**config.mk**
```make
export PLATFORM = sky130hd
export DESIGN_NAME = anrls_autoneg
export DESIGN_NICKNAME = d
export VERILOG_FILES = /design/src/design/anrls_lfsr.v /design/src/design/anrls_resolver.v /design/src/design/anrls_autoneg.v
export VERILOG_INCLUDE_DIRS = /design/src /design/src/include
export SDC_FILE = /design/constraint.sdc
export NUM_CORES = 1
export LEC_CHECK = 0
export BUFFER_PORTS_ARGS = -buffer_cell sky130_fd_sc_hd__buf_2
export CORE_ASPECT_RATIO = 1.25
export CORE_MARGIN = 8
export CORE_UTILIZATION = 45
export CTS_BUF_LIST = sky130_fd_sc_hd__clkbuf_4
export CTS_CLUSTER_SIZE = 16
export DETAILED_ROUTE_END_ITERATION = 8
export PLACE_DENSITY = 0.78
export SYNTH_ARGS = -nofsm -noshare
export SYNTH_HDL_FRONTEND = slang
export SYNTH_HIERARCHICAL = 1
export SYNTH_SLANG_ARGS = --single-unit
```
**constraint.sdc**
```tcl
create_clock -name clk -period 2 [get_ports clk]
set_input_delay 0.5 -clock clk [delete_from_list [all_inputs] [get_ports clk]]
set_output_delay 0.5 -clock clk [all_outputs]
set_load 0.05 [all_outputs]
```
**src/include/anrls_map.vh**
```
// Overview of operation
// - local high swing request bit, stored without capability check
// - capture partner high swing offer and request
// - low swing unless both offer and one requests
// - high swing when both offer, one requests
// - local role forced versus preferred bit
// - local role bit: zero slave, one master
// - capture partner forced and role bits
// - equal preferred roles settled by random bit
// - forced side wins over preferred side
// - both forced same role: fault, link down
// - differing roles: each takes its own
// - readable role result: slave, master, fault
// - exchange done flag at exchange end
// - finished flag only when done and up
// - latch-low link status, software reads twice
// - link drop restarts negotiation automatically
// - software restart bit in control register
// - undriven strap gives preferred slave
// - local offer bit: both levels or low only
// - strap sets default preferred role
`ifndef ANRLS_MAP_VH
`define ANRLS_MAP_VH

// register byte offsets
`define ANRLS_OFS_CONTROL  8'h00
`define ANRLS_OFS_STATUS   8'h04
`define ANRLS_OFS_LOCAL    8'h08
`define ANRLS_OFS_PARTNER  8'h0c
`define ANRLS_OFS_RESULT   8'h10

// control fields
`define ANRLS_CTL_RESTART  9

// status fields
`define ANRLS_ST_CAPABLE   0
`define ANRLS_ST_LINK      2
`define ANRLS_ST_FINISHED  5
`define ANRLS_ST_DONE      6

// advertisement word fields, same layout local and partner
`define ANRLS_ADV_FORCED   0
`define ANRLS_ADV_MASTER   1
`define ANRLS_ADV_OFFER    2
`define ANRLS_ADV_REQUEST  3

// result fields
`define ANRLS_RES_ROLE_LO  0
`define ANRLS_RES_ROLE_HI  1
`define ANRLS_RES_HIGH     2

// role result encodings
`define ANRLS_ROLE_SLAVE   2'h0
`define ANRLS_ROLE_MASTER  2'h1
`define ANRLS_ROLE_FAULT   2'h2

// reset values
`define ANRLS_RST_FORCED   1'b0
`define ANRLS_RST_REQUEST  1'b0
`define ANRLS_LFSR_SEED    16'hace1

`endif

```
**src/design/anrls_lfsr.v**
```verilog
`timescale 1ns/1ps
`default_nettype none
`include "anrls_map.vh"

module anrls_lfsr (
  // clock and reset
  input  wire clk,
  input  wire rstn,
  // random bit
  output wire randomBit
);

  reg [15:0] shiftState;

  // free running maximal length sequence
  always @(posedge clk or negedge rstn) begin
    if (!rstn) begin
      shiftState <= `ANRLS_LFSR_SEED;
    end else begin
      shiftState <= {shiftState[14:0],
                     shiftState[15] ^ shiftState[13] ^ shiftState[12] ^ shiftState[10]};
    end
  end

  assign randomBit = shiftState[15];

endmodule // anrls_lfsr
`default_nettype wire

```
**src/design/anrls_resolver.v**
```verilog
`timescale 1ns/1ps
`default_nettype none
`include "anrls_map.vh"

module anrls_resolver (
  // local advertisement
  input  wire       localForced,
  input  wire       localMaster,
  input  wire       localOffer,
  input  wire       localRequest,
  // partner advertisement
  input  wire       partnerForced,
  input  wire       partnerMaster,
  input  wire       partnerOffer,
  input  wire       partnerRequest,
  // tie breaker
  input  wire       randomBit,
  // resolution
  output wire       highSwing,
  output reg  [1:0] roleResult
);

  // both able and at least one asks, otherwise low swing
  assign highSwing = localOffer & partnerOffer & (localRequest | partnerRequest);

  // role table
  always @* begin
    roleResult = `ANRLS_ROLE_SLAVE;
    if (localForced && partnerForced) begin
      if (localMaster == partnerMaster) begin
        roleResult = `ANRLS_ROLE_FAULT;
      end else begin
        roleResult = localMaster ? `ANRLS_ROLE_MASTER : `ANRLS_ROLE_SLAVE;
      end
    end else if (localForced) begin
      roleResult = localMaster ? `ANRLS_ROLE_MASTER : `ANRLS_ROLE_SLAVE;
    end else if (partnerForced) begin
      roleResult = partnerMaster ? `ANRLS_ROLE_SLAVE : `ANRLS_ROLE_MASTER;
    end else if (localMaster != partnerMaster) begin
      roleResult = localMaster ? `ANRLS_ROLE_MASTER : `ANRLS_ROLE_SLAVE;
    end else begin
      roleResult = randomBit ? `ANRLS_ROLE_MASTER : `ANRLS_ROLE_SLAVE;
    end
  end

endmodule // anrls_resolver
`default_nettype wire

```
**src/design/anrls_autoneg.v**
```verilog
`timescale 1ns/1ps
`default_nettype none
`include "anrls_map.vh"

module anrls_autoneg (
  // clock and reset
  input  wire        clk,
  input  wire        rstn,
  // apb slave
  input  wire        psel,
  input  wire        penable,
  input  wire        pwrite,
  input  wire [7:0]  paddr,
  input  wire [31:0] pwdata,
  input  wire [3:0]  pstrb,
  output reg  [31:0] prdata,
  output wire        pready,
  output reg         pslverr,
  // straps and capability
  input  wire        roleSelectStrap,
  input  wire        highSwingCapable,
  // partner page from the line exchange
  input  wire        partnerPageValid,
  input  wire        partnerRoleForcedIn,
  input  wire        partnerRoleMasterIn,
  input  wire        partnerHighSwingOfferIn,
  input  wire        partnerHighSwingRequestIn,
  // link from the data path
  input  wire        linkUp,
  // towards the line exchange and data path
  output reg         negotiationStart,
  output wire        linkEnable,
  output reg         selectedHighSwing,
  output reg         selectedMaster,
  output wire        configFault
);

  // negotiation states
  localparam [2:0] ST_INIT     = 3'h0;
  localparam [2:0] ST_EXCHANGE = 3'h1;
  localparam [2:0] ST_LINKWAIT = 3'h2;
  localparam [2:0] ST_LINKUP   = 3'h3;
  localparam [2:0] ST_FAULT    = 3'h4;

  reg  [2:0]  state;
  reg  [2:0]  next_state;
  reg         strapLoaded;
  reg         localRoleForced;
  reg         localRoleMaster;
  reg         localHighSwingOffer;
  reg         localHighSwingRequest;
  reg         partnerRoleForced;
  reg         partnerRoleMaster;
  reg         partnerHighSwingOffer;
  reg         partnerHighSwingRequest;
  reg  [1:0]  roleResolutionResult;
  reg         latchedLinkUp;
  reg         next_latchedLinkUp;
  reg  [31:0] next_prdata;
  reg         next_pslverr;
  wire        setupPhase;
  wire        accessPhase;
  wire        writeAccess;
  wire        readAccess;
  wire        addrMapped;
  wire        restartWrite;
  wire        linkDrop;
  wire        restartAny;
  wire        pageTaken;
  wire        randomBit;
  wire        resolvedHigh;
  wire [1:0]  resolvedRole;
  wire        negotiationExchangeDone;
  wire        negotiationFinishedFlag;
  // register selects, decoded accesses and assembled read words
  wire        controlHit;
  wire        statusHit;
  wire        localHit;
  wire        partnerHit;
  wire        resultHit;
  wire        controlWrite;
  wire        localWrite;
  wire        statusRead;
  wire        pageFault;
  wire        resultMaster;
  reg  [31:0] statusWord;
  reg  [31:0] localWord;
  reg  [31:0] partnerWord;
  reg  [31:0] resultWord;

  // random source for role ties
  anrls_lfsr anrls_lfsr_inst (
    .clk       (clk),
    .rstn      (rstn),
    .randomBit (randomBit)
  );

  // resolution from the captured words, partner bits taken live on the page
  anrls_resolver anrls_resolver_inst (
    .localForced    (localRoleForced),
    .localMaster    (localRoleMaster),
    .localOffer     (localHighSwingOffer),
    .localRequest   (localHighSwingRequest),
    .partnerForced  (partnerRoleForcedIn),
    .partnerMaster  (partnerRoleMasterIn),
    .partnerOffer   (partnerHighSwingOfferIn),
    .partnerRequest (partnerHighSwingRequestIn),
    .randomBit      (randomBit),
    .highSwing      (resolvedHigh),
    .roleResult     (resolvedRole)
  );

  // apb phase decode, zero wait state slave
  assign setupPhase  = psel & ~penable;
  assign accessPhase = psel & penable;
  assign pready      = 1'b1;
  assign writeAccess = accessPhase & pwrite;
  assign readAccess  = accessPhase & ~pwrite;
  assign addrMapped  = controlHit | statusHit | localHit | partnerHit | resultHit;

  // register selects from the byte address, then the accesses that act on them
  assign controlHit   = (paddr == `ANRLS_OFS_CONTROL);
  assign statusHit    = (paddr == `ANRLS_OFS_STATUS);
  assign localHit     = (paddr == `ANRLS_OFS_LOCAL);
  assign partnerHit   = (paddr == `ANRLS_OFS_PARTNER);
  assign resultHit    = (paddr == `ANRLS_OFS_RESULT);
  assign controlWrite = writeAccess & controlHit & pstrb[1];
  assign localWrite   = writeAccess & localHit & pstrb[0];
  assign statusRead   = readAccess & statusHit;

  // restart sources
  assign restartWrite = controlWrite & pwdata[`ANRLS_CTL_RESTART];
  assign linkDrop     = (state == ST_LINKUP) & ~linkUp;
  assign restartAny   = strapLoaded & (restartWrite | linkDrop);
  assign pageTaken    = (state == ST_EXCHANGE) & partnerPageValid & ~restartAny;

  // flags derived from state, link and the role resolution
  assign negotiationExchangeDone = (state == ST_LINKWAIT) | (state == ST_LINKUP);
  assign negotiationFinishedFlag = (state == ST_LINKUP) & linkUp;
  assign linkEnable              = negotiationExchangeDone;
  assign configFault             = (roleResolutionResult == `ANRLS_ROLE_FAULT);
  assign pageFault               = (resolvedRole == `ANRLS_ROLE_FAULT);
  assign resultMaster            = (resolvedRole == `ANRLS_ROLE_MASTER);

  // next state of the negotiation
  always @* begin
    next_state = state;
    case (state)
      ST_INIT: begin
        if (strapLoaded) begin
          next_state = ST_EXCHANGE;
        end
      end
      ST_EXCHANGE: begin
        if (pageTaken) begin
          if (pageFault) begin
            next_state = ST_FAULT;
          end else begin
            next_state = ST_LINKWAIT;
          end
        end
      end
      ST_LINKWAIT: begin
        if (linkUp) begin
          next_state = ST_LINKUP;
        end
      end
      ST_LINKUP: begin
        if (!linkUp) begin
          next_state = ST_EXCHANGE;
        end
      end
      ST_FAULT: begin
        next_state = ST_FAULT;
      end
      default: begin
        next_state = ST_INIT;
      end
    endcase
    if (restartAny) begin
      next_state = ST_EXCHANGE;
    end
  end

  // negotiation state register
  always @(posedge clk or negedge rstn) begin
    if (!rstn) begin
      state <= ST_INIT;
    end else begin
      state <= next_state;
    end
  end

  // one cycle start pulse towards the line exchange, the first one after the strap load
  always @(posedge clk or negedge rstn) begin
    if (!rstn) begin
      negotiationStart <= 1'b0;
    end else begin
      negotiationStart <= restartAny | ((state == ST_INIT) & strapLoaded);
    end
  end

  // local advertisement: defaults caught after reset, then software owned
  always @(posedge clk or negedge rstn) begin
    if (!rstn) begin
      strapLoaded           <= 1'b0;
      localRoleForced       <= `ANRLS_RST_FORCED;
      localRoleMaster       <= 1'b0;
      localHighSwingOffer   <= 1'b0;
      localHighSwingRequest <= `ANRLS_RST_REQUEST;
    end else if (!strapLoaded) begin
      strapLoaded         <= 1'b1;
      localRoleMaster     <= roleSelectStrap;
      localHighSwingOffer <= highSwingCapable;
    end else if (localWrite) begin
      localRoleForced       <= pwdata[`ANRLS_ADV_FORCED];
      localRoleMaster       <= pwdata[`ANRLS_ADV_MASTER];
      localHighSwingOffer   <= pwdata[`ANRLS_ADV_OFFER] & highSwingCapable;
      localHighSwingRequest <= pwdata[`ANRLS_ADV_REQUEST];
    end
  end

  // partner capture on the accepted page
  always @(posedge clk or negedge rstn) begin
    if (!rstn) begin
      partnerRoleForced       <= 1'b0;
      partnerRoleMaster       <= 1'b0;
      partnerHighSwingOffer   <= 1'b0;
      partnerHighSwingRequest <= 1'b0;
    end else if (pageTaken) begin
      partnerRoleForced       <= partnerRoleForcedIn;
      partnerRoleMaster       <= partnerRoleMasterIn;
      partnerHighSwingOffer   <= partnerHighSwingOfferIn;
      partnerHighSwingRequest <= partnerHighSwingRequestIn;
    end
  end

  // resolution results, held until the next accepted page
  always @(posedge clk or negedge rstn) begin
    if (!rstn) begin
      roleResolutionResult <= `ANRLS_ROLE_SLAVE;
      selectedHighSwing    <= 1'b0;
      selectedMaster       <= 1'b0;
    end else if (pageTaken) begin
      roleResolutionResult <= resolvedRole;
      selectedHighSwing    <= resolvedHigh & localHighSwingOffer;
      selectedMaster       <= resultMaster;
    end
  end

  // latch low link status: the reload of a read wins over a latched failure
  always @* begin
    next_latchedLinkUp = latchedLinkUp & linkUp;
    if (statusRead) begin
      next_latchedLinkUp = linkUp;
    end
  end

  always @(posedge clk or negedge rstn) begin
    if (!rstn) begin
      latchedLinkUp <= 1'b0;
    end else begin
      latchedLinkUp <= next_latchedLinkUp;
    end
  end

  // status word: capability, latched link, finished and done flags
  always @* begin
    statusWord                     = 32'h0000_0000;
    statusWord[`ANRLS_ST_CAPABLE]  = highSwingCapable;
    statusWord[`ANRLS_ST_LINK]     = latchedLinkUp;
    statusWord[`ANRLS_ST_FINISHED] = negotiationFinishedFlag;
    statusWord[`ANRLS_ST_DONE]     = negotiationExchangeDone;
  end

  // local advertisement word as it is offered on the line
  always @* begin
    localWord                     = 32'h0000_0000;
    localWord[`ANRLS_ADV_FORCED]  = localRoleForced;
    localWord[`ANRLS_ADV_MASTER]  = localRoleMaster;
    localWord[`ANRLS_ADV_OFFER]   = localHighSwingOffer;
    localWord[`ANRLS_ADV_REQUEST] = localHighSwingRequest;
  end

  // partner advertisement word, same field layout
  always @* begin
    partnerWord                     = 32'h0000_0000;
    partnerWord[`ANRLS_ADV_FORCED]  = partnerRoleForced;
    partnerWord[`ANRLS_ADV_MASTER]  = partnerRoleMaster;
    partnerWord[`ANRLS_ADV_OFFER]   = partnerHighSwingOffer;
    partnerWord[`ANRLS_ADV_REQUEST] = partnerHighSwingRequest;
  end

  // result word: role code and selected level
  always @* begin
    resultWord                                        = 32'h0000_0000;
    resultWord[`ANRLS_RES_ROLE_HI:`ANRLS_RES_ROLE_LO] = roleResolutionResult;
    resultWord[`ANRLS_RES_HIGH]                       = selectedHighSwing;
  end

  // read data prepared in the setup phase; writes and unmapped addresses read zero
  always @* begin
    next_prdata  = 32'h0000_0000;
    next_pslverr = ~addrMapped;
    case (paddr)
      `ANRLS_OFS_CONTROL: begin
        next_prdata = 32'h0000_0000; // restart reads back as zero
      end
      `ANRLS_OFS_STATUS: begin
        next_prdata = statusWord;
      end
      `ANRLS_OFS_LOCAL: begin
        next_prdata = localWord;
      end
      `ANRLS_OFS_PARTNER: begin
        next_prdata = partnerWord;
      end
      `ANRLS_OFS_RESULT: begin
        next_prdata = resultWord;
      end
      default: begin
        next_prdata = 32'h0000_0000;
      end
    endcase
    if (pwrite) begin
      next_prdata = 32'h0000_0000;
    end
  end

  always @(posedge clk or negedge rstn) begin
    if (!rstn) begin
      prdata  <= 32'h0000_0000;
      pslverr <= 1'b0;
    end else if (setupPhase) begin
      prdata  <= next_prdata;
      pslverr <= next_pslverr;
    end
  end

endmodule // anrls_autoneg
`default_nettype wire

```
=== Yosys cells after proc, flatten, opt, wreduce, memory -nomap -nowiden ===
Cells that the tools add are included.

* Equality and inequality tests: 18
* Reductions and logical operators: 5
* Bitwise logic cells: 37
* Muxes and demuxes: 22

{| class="wikitable"
|+ Operator list
! kind !! count
|-
| two-way mux 32 bit || 1
|-
| one-hot mux 7 bit (4 select lines) || 1
|-
| AND 1 bit || 21
|-
| two-way mux 3 bit || 6
|-
| == test 8 x 4 -> 1 bit (second input constant) || 2
|-
| one-hot mux 3 bit (5 select lines) || 1
|-
| inequality test 3 bit (second input constant) || 4
|-
| two-way mux 2 bit || 5
|-
| == test 8 x 3 -> 1 bit (second input constant) || 1
|-
| == test 8 x 5 -> 1 bit (second input constant) || 1
|-
| zero test 8 bit || 1
|-
| two-way mux 1 bit || 8
|-
| bitwise OR 1 bit || 8
|-
| == test 3 x 2 -> 1 bit (second input constant) || 2
|-
| inverter 1 bit || 5
|-
| == test 2 bit (second input constant) || 2
|-
| AND reduction 4 bit || 1
|-
| == test 3 x 1 -> 1 bit (second input constant) || 1
|-
| == test 3 bit (second input constant) || 1
|-
| zero test 3 bit || 1
|-
| bitwise XOR 1 bit || 3
|-
| == test 2 x 1 -> 1 bit (second input constant) || 1
|-
| inequality test 2 x 1 -> 1 bit (second input constant) || 1
|-
| AND reduction 2 bit || 1
|-
| other kinds (3) || 3
|}

* Register bits: 67
* Bits of input ports: 57
* Output and inout port bits: 39

=== Longest topological paths before layout ===
Gate-level depths: netlist of run 1.

* Depth after elaboration: 12
* Gate-level depth with buffers: 8

=== Cells and area by module ===
The synthesis of run 1 kept the hierarchy.

{| class="wikitable"
|+ By module, submodules not included
! module !! area an instance (µm²) !! seq. area each (µm²) !! times used !! cells each
|-
| anrls_autoneg || 1508.9 || 625.6 || 1 || 151
|-
| anrls_lfsr || 436.7 || 410.4 || 1 || 19
|-
| anrls_resolver || 72.6 || 0.0 || 1 || 11
|}

=== Worst setup path before layout of run 1 ===
No wires, ideal clock.

* Path kind: input-to-reg
* From: input port paddr[1]
* To: register partnerHighSwingOffer
* Data arrival time: 1.913 ns
* Path buffers: 1
* Setup slack: -0.038 ns
* Stages on the path: 5
* Library setup time: 0.125 ns
* Path through: or4_4 > nor3_2 > a41o_1 > buf_6 > mux2_4

* Longest elaborated chain between the ends: 8

{| class="wikitable"
|+ Ends and longest elaborated chain
! item !! line !! RTL
|-
| from (decl) || anrls_autoneg.v:13 || <nowiki>input wire [7:0] paddr,</nowiki>
|-
| zero test 8 bit (no line) || n/a ||
|-
| AND 1 bit (2 in series) || anrls_autoneg.v:127 || <nowiki>assign controlWrite = writeAccess & controlHit & pstrb[1];</nowiki>
|-
| AND 1 bit || anrls_autoneg.v:132 || <nowiki>assign restartWrite = controlWrite & pwdata[`ANRLS_CTL_RESTART];</nowiki>
|-
| bitwise OR 1 bit || anrls_autoneg.v:134 || <nowiki>assign restartAny = strapLoaded & (restartWrite | linkDrop);</nowiki>
|-
| AND 1 bit || anrls_autoneg.v:134 ||
|-
| inverter 1 bit || anrls_autoneg.v:135 || <nowiki>assign pageTaken = (state == ST_EXCHANGE) & partnerPageValid & ~restartAny;</nowiki>
|-
| AND 1 bit || anrls_autoneg.v:135 ||
|-
| to (signal assigned) || anrls_autoneg.v:233 || <nowiki>partnerHighSwingOffer <= partnerHighSwingOfferIn;</nowiki>
|-
| to (decl) || anrls_autoneg.v:54 || <nowiki>reg partnerHighSwingOffer;</nowiki>
|}

No other way between the ends.
A chain may end at the register's enable or synchronous reset.

=== Worst setup path in the final report of run 1 ===
* From: register state[1]
* To: output port linkEnable

* Longest elaborated chain between the ends: 2

{| class="wikitable"
|+ Ends and longest elaborated chain
! item !! line !! RTL
|-
| from (decl) || anrls_autoneg.v:45 || <nowiki>reg [2:0] state;</nowiki>
|-
| from (signal assigned) || anrls_autoneg.v:190 || <nowiki>state <= next_state;</nowiki>
|-
| == test 3 x 2 -> 1 bit || anrls_autoneg.v:138 || <nowiki>assign negotiationExchangeDone = (state == ST_LINKWAIT) | (state == ST_LINKUP);</nowiki>
|-
| bitwise OR 1 bit (*) || anrls_autoneg.v:138 ||
|-
| to (decl) || anrls_autoneg.v:32 || <nowiki>output wire linkEnable,</nowiki>
|}

Mark *: on every way between the ends. The rest lies on a longest branch, timed or not.

==> results of run 1 <==
through the flow:
step           std cells  cell area (um^2)  total power, mW
2_1_floorplan        207              2122            1.571
3_3_place_gp         280              2237            1.671
3_5_place_dp         280              2237            1.690
4_1_cts              288              2292            2.099
5_1_grt              288              2292            2.207
6_report             288              2292            2.077
sequential cells by signal (all words and copies together) (netlist names), 2 cells and up:
| register | count |
|---|---|
| state | 3 |
| roleResolutionResult | 2 |
| prdata | 6 |
| anrls_lfsr_inst/shiftState | 16 |
cell families (layout without fill, tap and decap cells):
kind of cell / Yosys count / after routing / share of synthesized area (%)
muxes: 16 / 16 / 9.857
AOI/OAI and AO/OA: 24 / 24 / 8.246
buffers and inverters: 38 / 61 / 12.46
other: 2 / 28 / 0.3721
adders and majority gates: 1 / 1 / 0.6199
and+or+nand+nor: 56 / 56 / 15.81
DFF: 41 / 41 / 51.33
xor gates and xnor gates: 3 / 3 / 1.302
cell usage after synthesis (all sizes together) (6+ instances only):
library cell / count
a31oi: 6
buf: 28
dfrtp: 33
dfstp: 8
mux2: 10
mux2i: 6
nand2: 12
nor2: 8
nor3: 6
o21ai: 7
metal layers:
metal | global-route usage (%) | vias up | wire length (um)
li1 | - | 678 | -
met1 | 13.97 | 680 | 1631
met2 | 19.83 | 55 | 1947
met3 | 6.773 | 11 | 418
met4 | 6.066 | 0 | 102
met5 | 0 | - | 0
placed cells by master (no fill, tap or decap), types with 3 or more instances in the layout:
cell type and n:
dfrtp_1 33, nand3_1 5, dfstp_2 8, nor2_1 8
mux2_2 3, buf_4 8, conb_1 28, clkbuf_4 5
o211ai_1 3, buf_2 39, nand2_1 12, inv_1 5
a31oi_1 6, mux2_4 7, mux2i_1 6, nand2b_1 4
nand4_1 3, nor2b_1 5, o21ai_0 7, nor3_1 5
where the power goes:
part           internal [mW]  switching [mW]
Clock                  0.133           0.273
Combinational          0.256           0.402
Sequential             0.926          0.0871
Total                   1.32           0.761
worst max-delay path, stage by stage, from the launching register on:
cell     delay [ns]
dfrtp_1        0.48
nor2b_1        0.25
buf_2          0.30
cell type report:
type	instances	area (um^2)	share of cell area, %
tap	58	72.57	3.166
clock buffer	5	37.54	1.638
multi-input combinational	128	834.6	36.41
sequential	41	1036	45.20
inverter	5	18.77	0.8188
clock inverter	3	17.52	0.7642
timing repair buffer	48	275.3	12.01
worst paths after layout:
kind	slack, ns	cells past startpoint	endpoint	startpoint
setup / recovery	0.11	2	linkEnable	state[1]$_DFFE_PN0P_
hold / removal	0.09	1	selectedHighSwing$_DFFE_PN0P_	rstn
setup reg to reg	0.27	5	selectedMaster$_DFFE_PN0P_	state[0]$_DFFE_PN0P_
hold reg to reg	0.35	0	anrls_lfsr_inst/shiftState[6]$_DFF_PN1_	anrls_lfsr_inst/shiftState[5]$_DFF_PN1_
max in group asynchronous	1.36	2	anrls_lfsr_inst/shiftState[7]$_DFF_PN1_	rstn
min in group clk	0.35	0	anrls_lfsr_inst/shiftState[6]$_DFF_PN1_	anrls_lfsr_inst/shiftState[5]$_DFF_PN1_
==> results.tsv, run 1 <==
metric	value	unit
status	completed	
CP required	1.50	ns
Post-Syn Area	2018	um^2
Port Buffer Count	39	
# fillers	402	
Worst-Skew Late Latency	0.35	ns
Die H	90.88	um
Top FF cell, synth	dfrtp_1	
clock root cell	clkbuf_4	
fin crit share	94.47	%
DR vias	1424	
cell types occupying the most area after synthesis	dfrtp_1 41%, dfstp_2 10%, buf_4 10%, mux2_4 5.2%, mux2i_1 3.0%	
Clock Sinks	41	
DRC errors left	0	
worst path arrival time	1.39	ns
H-tree levels	2	
asr flop ratio synth	100.0	%
Setup crit start kind	register	
Post-CTS Resized	0	
Initial Util	46.31	%
EDFF count, synth	0	
Distinct cells, synth	43	
max cap viols	0	
synth-to-layout area growth	13.58	%
DP HPWL	3255	um
largest net degree at the start of global routing	22	
Hold Path Class	in2async	
Setup crit end kind	primary output	
cts hold-fix bufs	0	
Via density	4.944	
DRT antenna net count	0	
clock slew at reported path FFs	0.13	ns
final setup fails	0	
final hold vios	0	
pre-CTS setup slack	-0.1758	ns
Placeable Area	4358	um^2
RSZ-0062 raised after global routing	false	
syn_area_per_cell	11.15	um^2
Highest Clock Rate	0.5293	GHz
layout cell share with drive strength beyond 1	34.78	%
DR WL/cell	14.23	um
Tot GR Track Use	12.78	%
LEAKAGE	1.159	nW
CP Max Fanout	8	
Layout Skew	0.01342	ns
CTS max path bufs	2	
row cnt	27	
Setup Buffers After CTS	0	
WHS	0.09056	ns
power per cell area	905.9	nW/um^2
initial antenna violation count	0	
Mapped Cells	181	
1st-pass router iterations	4	
Synth top area share	40.92	%
Total Wirelength	4099	um
Sum Neg Setup Slack	0	ns
post-synthesis sequential area ratio	51.33	%
die width	75.90	um
Worst VDD drop	0.4648	mV
Yosys top cell by area	dfrtp_1	
#FFs+latches synth	41	
CP Class	reg2out	
n_diodes	0	
RePlAce Congestion	0.8014	
Initial DRC Count	95	
final critical-path setup slack	0.1107	ns
total CTS buffers	5	
CTS tree	built	
Pins Over Slew Limit	0	
IO Pins	96	
Period minus WS final	1.889	ns
Final Util	52.60	%
nets	287	
yosys warns	6	
Remaining Overflow, GRT	0	
number of global-route vias before repair	1519	
Die ar.	6897	um^2
global-route wire length before repair	7279	um
(Power assumes the default switching activity.)
==> run 2, diff against run 1 <==
BUFFER_PORTS_ARGS = -buffer_cell sky130_fd_sc_hd__clkbuf_2   (was -buffer_cell sky130_fd_sc_hd__buf_2)
HOLD_SLACK_MARGIN = 0.12   (was default)
==> results.tsv, run 2 (same netlist as run 1, synthesis figures left out) <==
metric	value	unit	change
final hold vios	0		unchanged
Slew HR	65.28	%	
row cnt	27		unchanged
CP Class	reg2out		
max FFs per register	16		unchanged
Placed Cells incl. Taps	280		unchanged
Placeable Area	4358	um^2	unchanged
reg2reg start	state[0]$_DFFE_PN0P_		
IO Pins	96		unchanged
status	completed		
number of global-route vias before repair	1478		-2.7%
initial antenna violation count	0		unchanged
total power	2.227	mW	+7.2%
die width	75.90	um	unchanged
RSZ-0062 raised after global routing	false		
Worst-Skew Late Latency	0.36	ns	about the same
Sum Neg Setup Slack	0	ns	unchanged
Highest Clock Rate	0.5178	GHz	-2.2%
worst-margin pin slew	0.5208	ns	
final setup fails	0		unchanged
max cap viols	0		unchanged
LEAKAGE	1.172	nW	+1.2%
HP Start	anrls_lfsr_inst/shiftState[8]$_DFF_PN0_		
Pins Over Slew Limit	0		unchanged
CP required	1.50	ns	about the same
Setup Buffers After CTS	0		unchanged
Remaining Overflow, GRT	0		unchanged
nets	288		+0.35%
worst-path cell chain	nor2b_1 > buf_2		
largest net degree at the start of global routing	22		unchanged
Layout Skew	0.02044	ns	+0.007017 ns
global-route wire length before repair	6900	um	-5.2%
Max stage delay cell, worst path	dfrtp_1		
DR WL/cell	14.20	um	-0.20%
n_diodes	0		unchanged
worst path arrival time	1.43	ns	+0.04 ns
Worst Setup SP	state[1]$_DFFE_PN0P_		
H-tree levels	2		unchanged
Initial Util	46.31	%	unchanged
Most flops, register	anrls_lfsr_inst/shiftState		
leading registers by flop count	anrls_lfsr_inst/shiftState (16), prdata (6), state (3)		
1st-pass router iterations	5		+1
CP Max Fanout	8		unchanged
power per cell area	955.3	nW/um^2	+5.5%
Setup crit end kind	primary output		
Worst VDD drop	0.4563	mV	-1.8%
Post-Layout Cell Count	289		+0.35%
clock root cell	clkbuf_4		
Tot GR Track Use	12.28	%	-0.50 points
Period minus WS final	1.931	ns	+0.04181 ns
Die ar.	6897	um^2	unchanged
DP HPWL	3274	um	+0.58%
DRT antenna net count	0		unchanged
Hold Path Class	reg2reg		
Total Wirelength	4105	um	+0.15%
layout cell share with drive strength beyond 1	34.63	%	-0.15 points
Die H	90.88	um	unchanged
DRC errors left	0		unchanged
synth-to-layout area growth	15.50	%	
CTS max path bufs	2		unchanged
fin crit share	96.56	%	+2.1 points
Setup crit start kind	register		
Worst path max stage delay	0.50	ns	+0.02 ns
Port Buffer Count	39		unchanged
commonest non-fill, non-tap cells in the layout	38 x clkbuf_2, 33 x dfrtp_1, 28 x conb_1, 12 x nand2_1		
Initial DRC Count	66		-31%
most common cell after layout, fill and taps aside	clkbuf_2		
CTS tree	built		
total CTS buffers	5		unchanged
WHS	0.3515	ns	+0.2609 ns
Via density	4.872		-1.5%
clock slew at reported path FFs	0.14	ns	about the same
Clock Sinks	41		unchanged
DR vias	1408		-1.1%
Final Util	53.49	%	+0.89 points
RePlAce Congestion	0.7962		-0.65%
## run 2: layout make-up
cell class / count / area, um^2
fill: 400 / 2027
sequential: 41 / 1036
multi-input combinational: 128 / 834.6
timing repair buffer: 49 / 285.3
tap: 58 / 72.57
clock inverter: 3 / 46.29
clock buffer: 5 / 37.54
inverter: 5 / 18.77
## run 2: routing by layer
layer,routed length [um],GRT usage [%]
met1,1662,12.75
met2,1957,19.26
met4,66,6.885
met5,0,0
met3,419,6.673
## run 2: where the power goes
part | total [mW] | internal (mW) | switching [mW]
logic | 0.659 | 0.257 | 0.403
clock network | 0.550 | 0.265 | 0.286
registers | 1.02 | 0.926 | 0.0910
## run 2: critical path, delay by kind of cell, from the launching register on
kind	cells	cell delay (ns)
buffers and inverters	1	0.31
AND/OR/NAND/NOR	1	0.26
flip-flops	1	0.50
## run 2: worst paths after layout
path	to	slack (ns)	cells after the start
max	linkEnable	0.07	2
min	anrls_lfsr_inst/shiftState[9]$_DFF_PN0_	0.35	0
max reg2reg	partnerRoleForced$_DFFE_PN0P_	0.25	5
min reg2reg	anrls_lfsr_inst/shiftState[9]$_DFF_PN0_	0.35	0
max in group asynchronous	anrls_lfsr_inst/shiftState[10]$_DFF_PN1_	0.80	3
min in group asynchronous	anrls_lfsr_inst/shiftState[2]$_DFF_PN0_	0.62	2
## run 2: repair_timing
| item | 4_1_cts | 5_1_grt |
|---|---|---|
| setup endpoints to repair | 0 | 1 |
| hold buffers | 1 | 0 |
| gates resized for setup | 0 | 1 |
| endpoints found under the hold margin | 16 | 0 |
## run 2: metrics by stage
| step | setup slack [ns] | area (um^2) |
|---|---|---|
| CTS | 0.03889 | 2331 |
| detailed placement | -0.1807 | 2237 |
| floorplan | -0.02217 | 2122 |
| global route | 0.01984 | 2331 |
| finish | 0.06884 | 2331 |
| global placement | -0.1483 | 2237 |
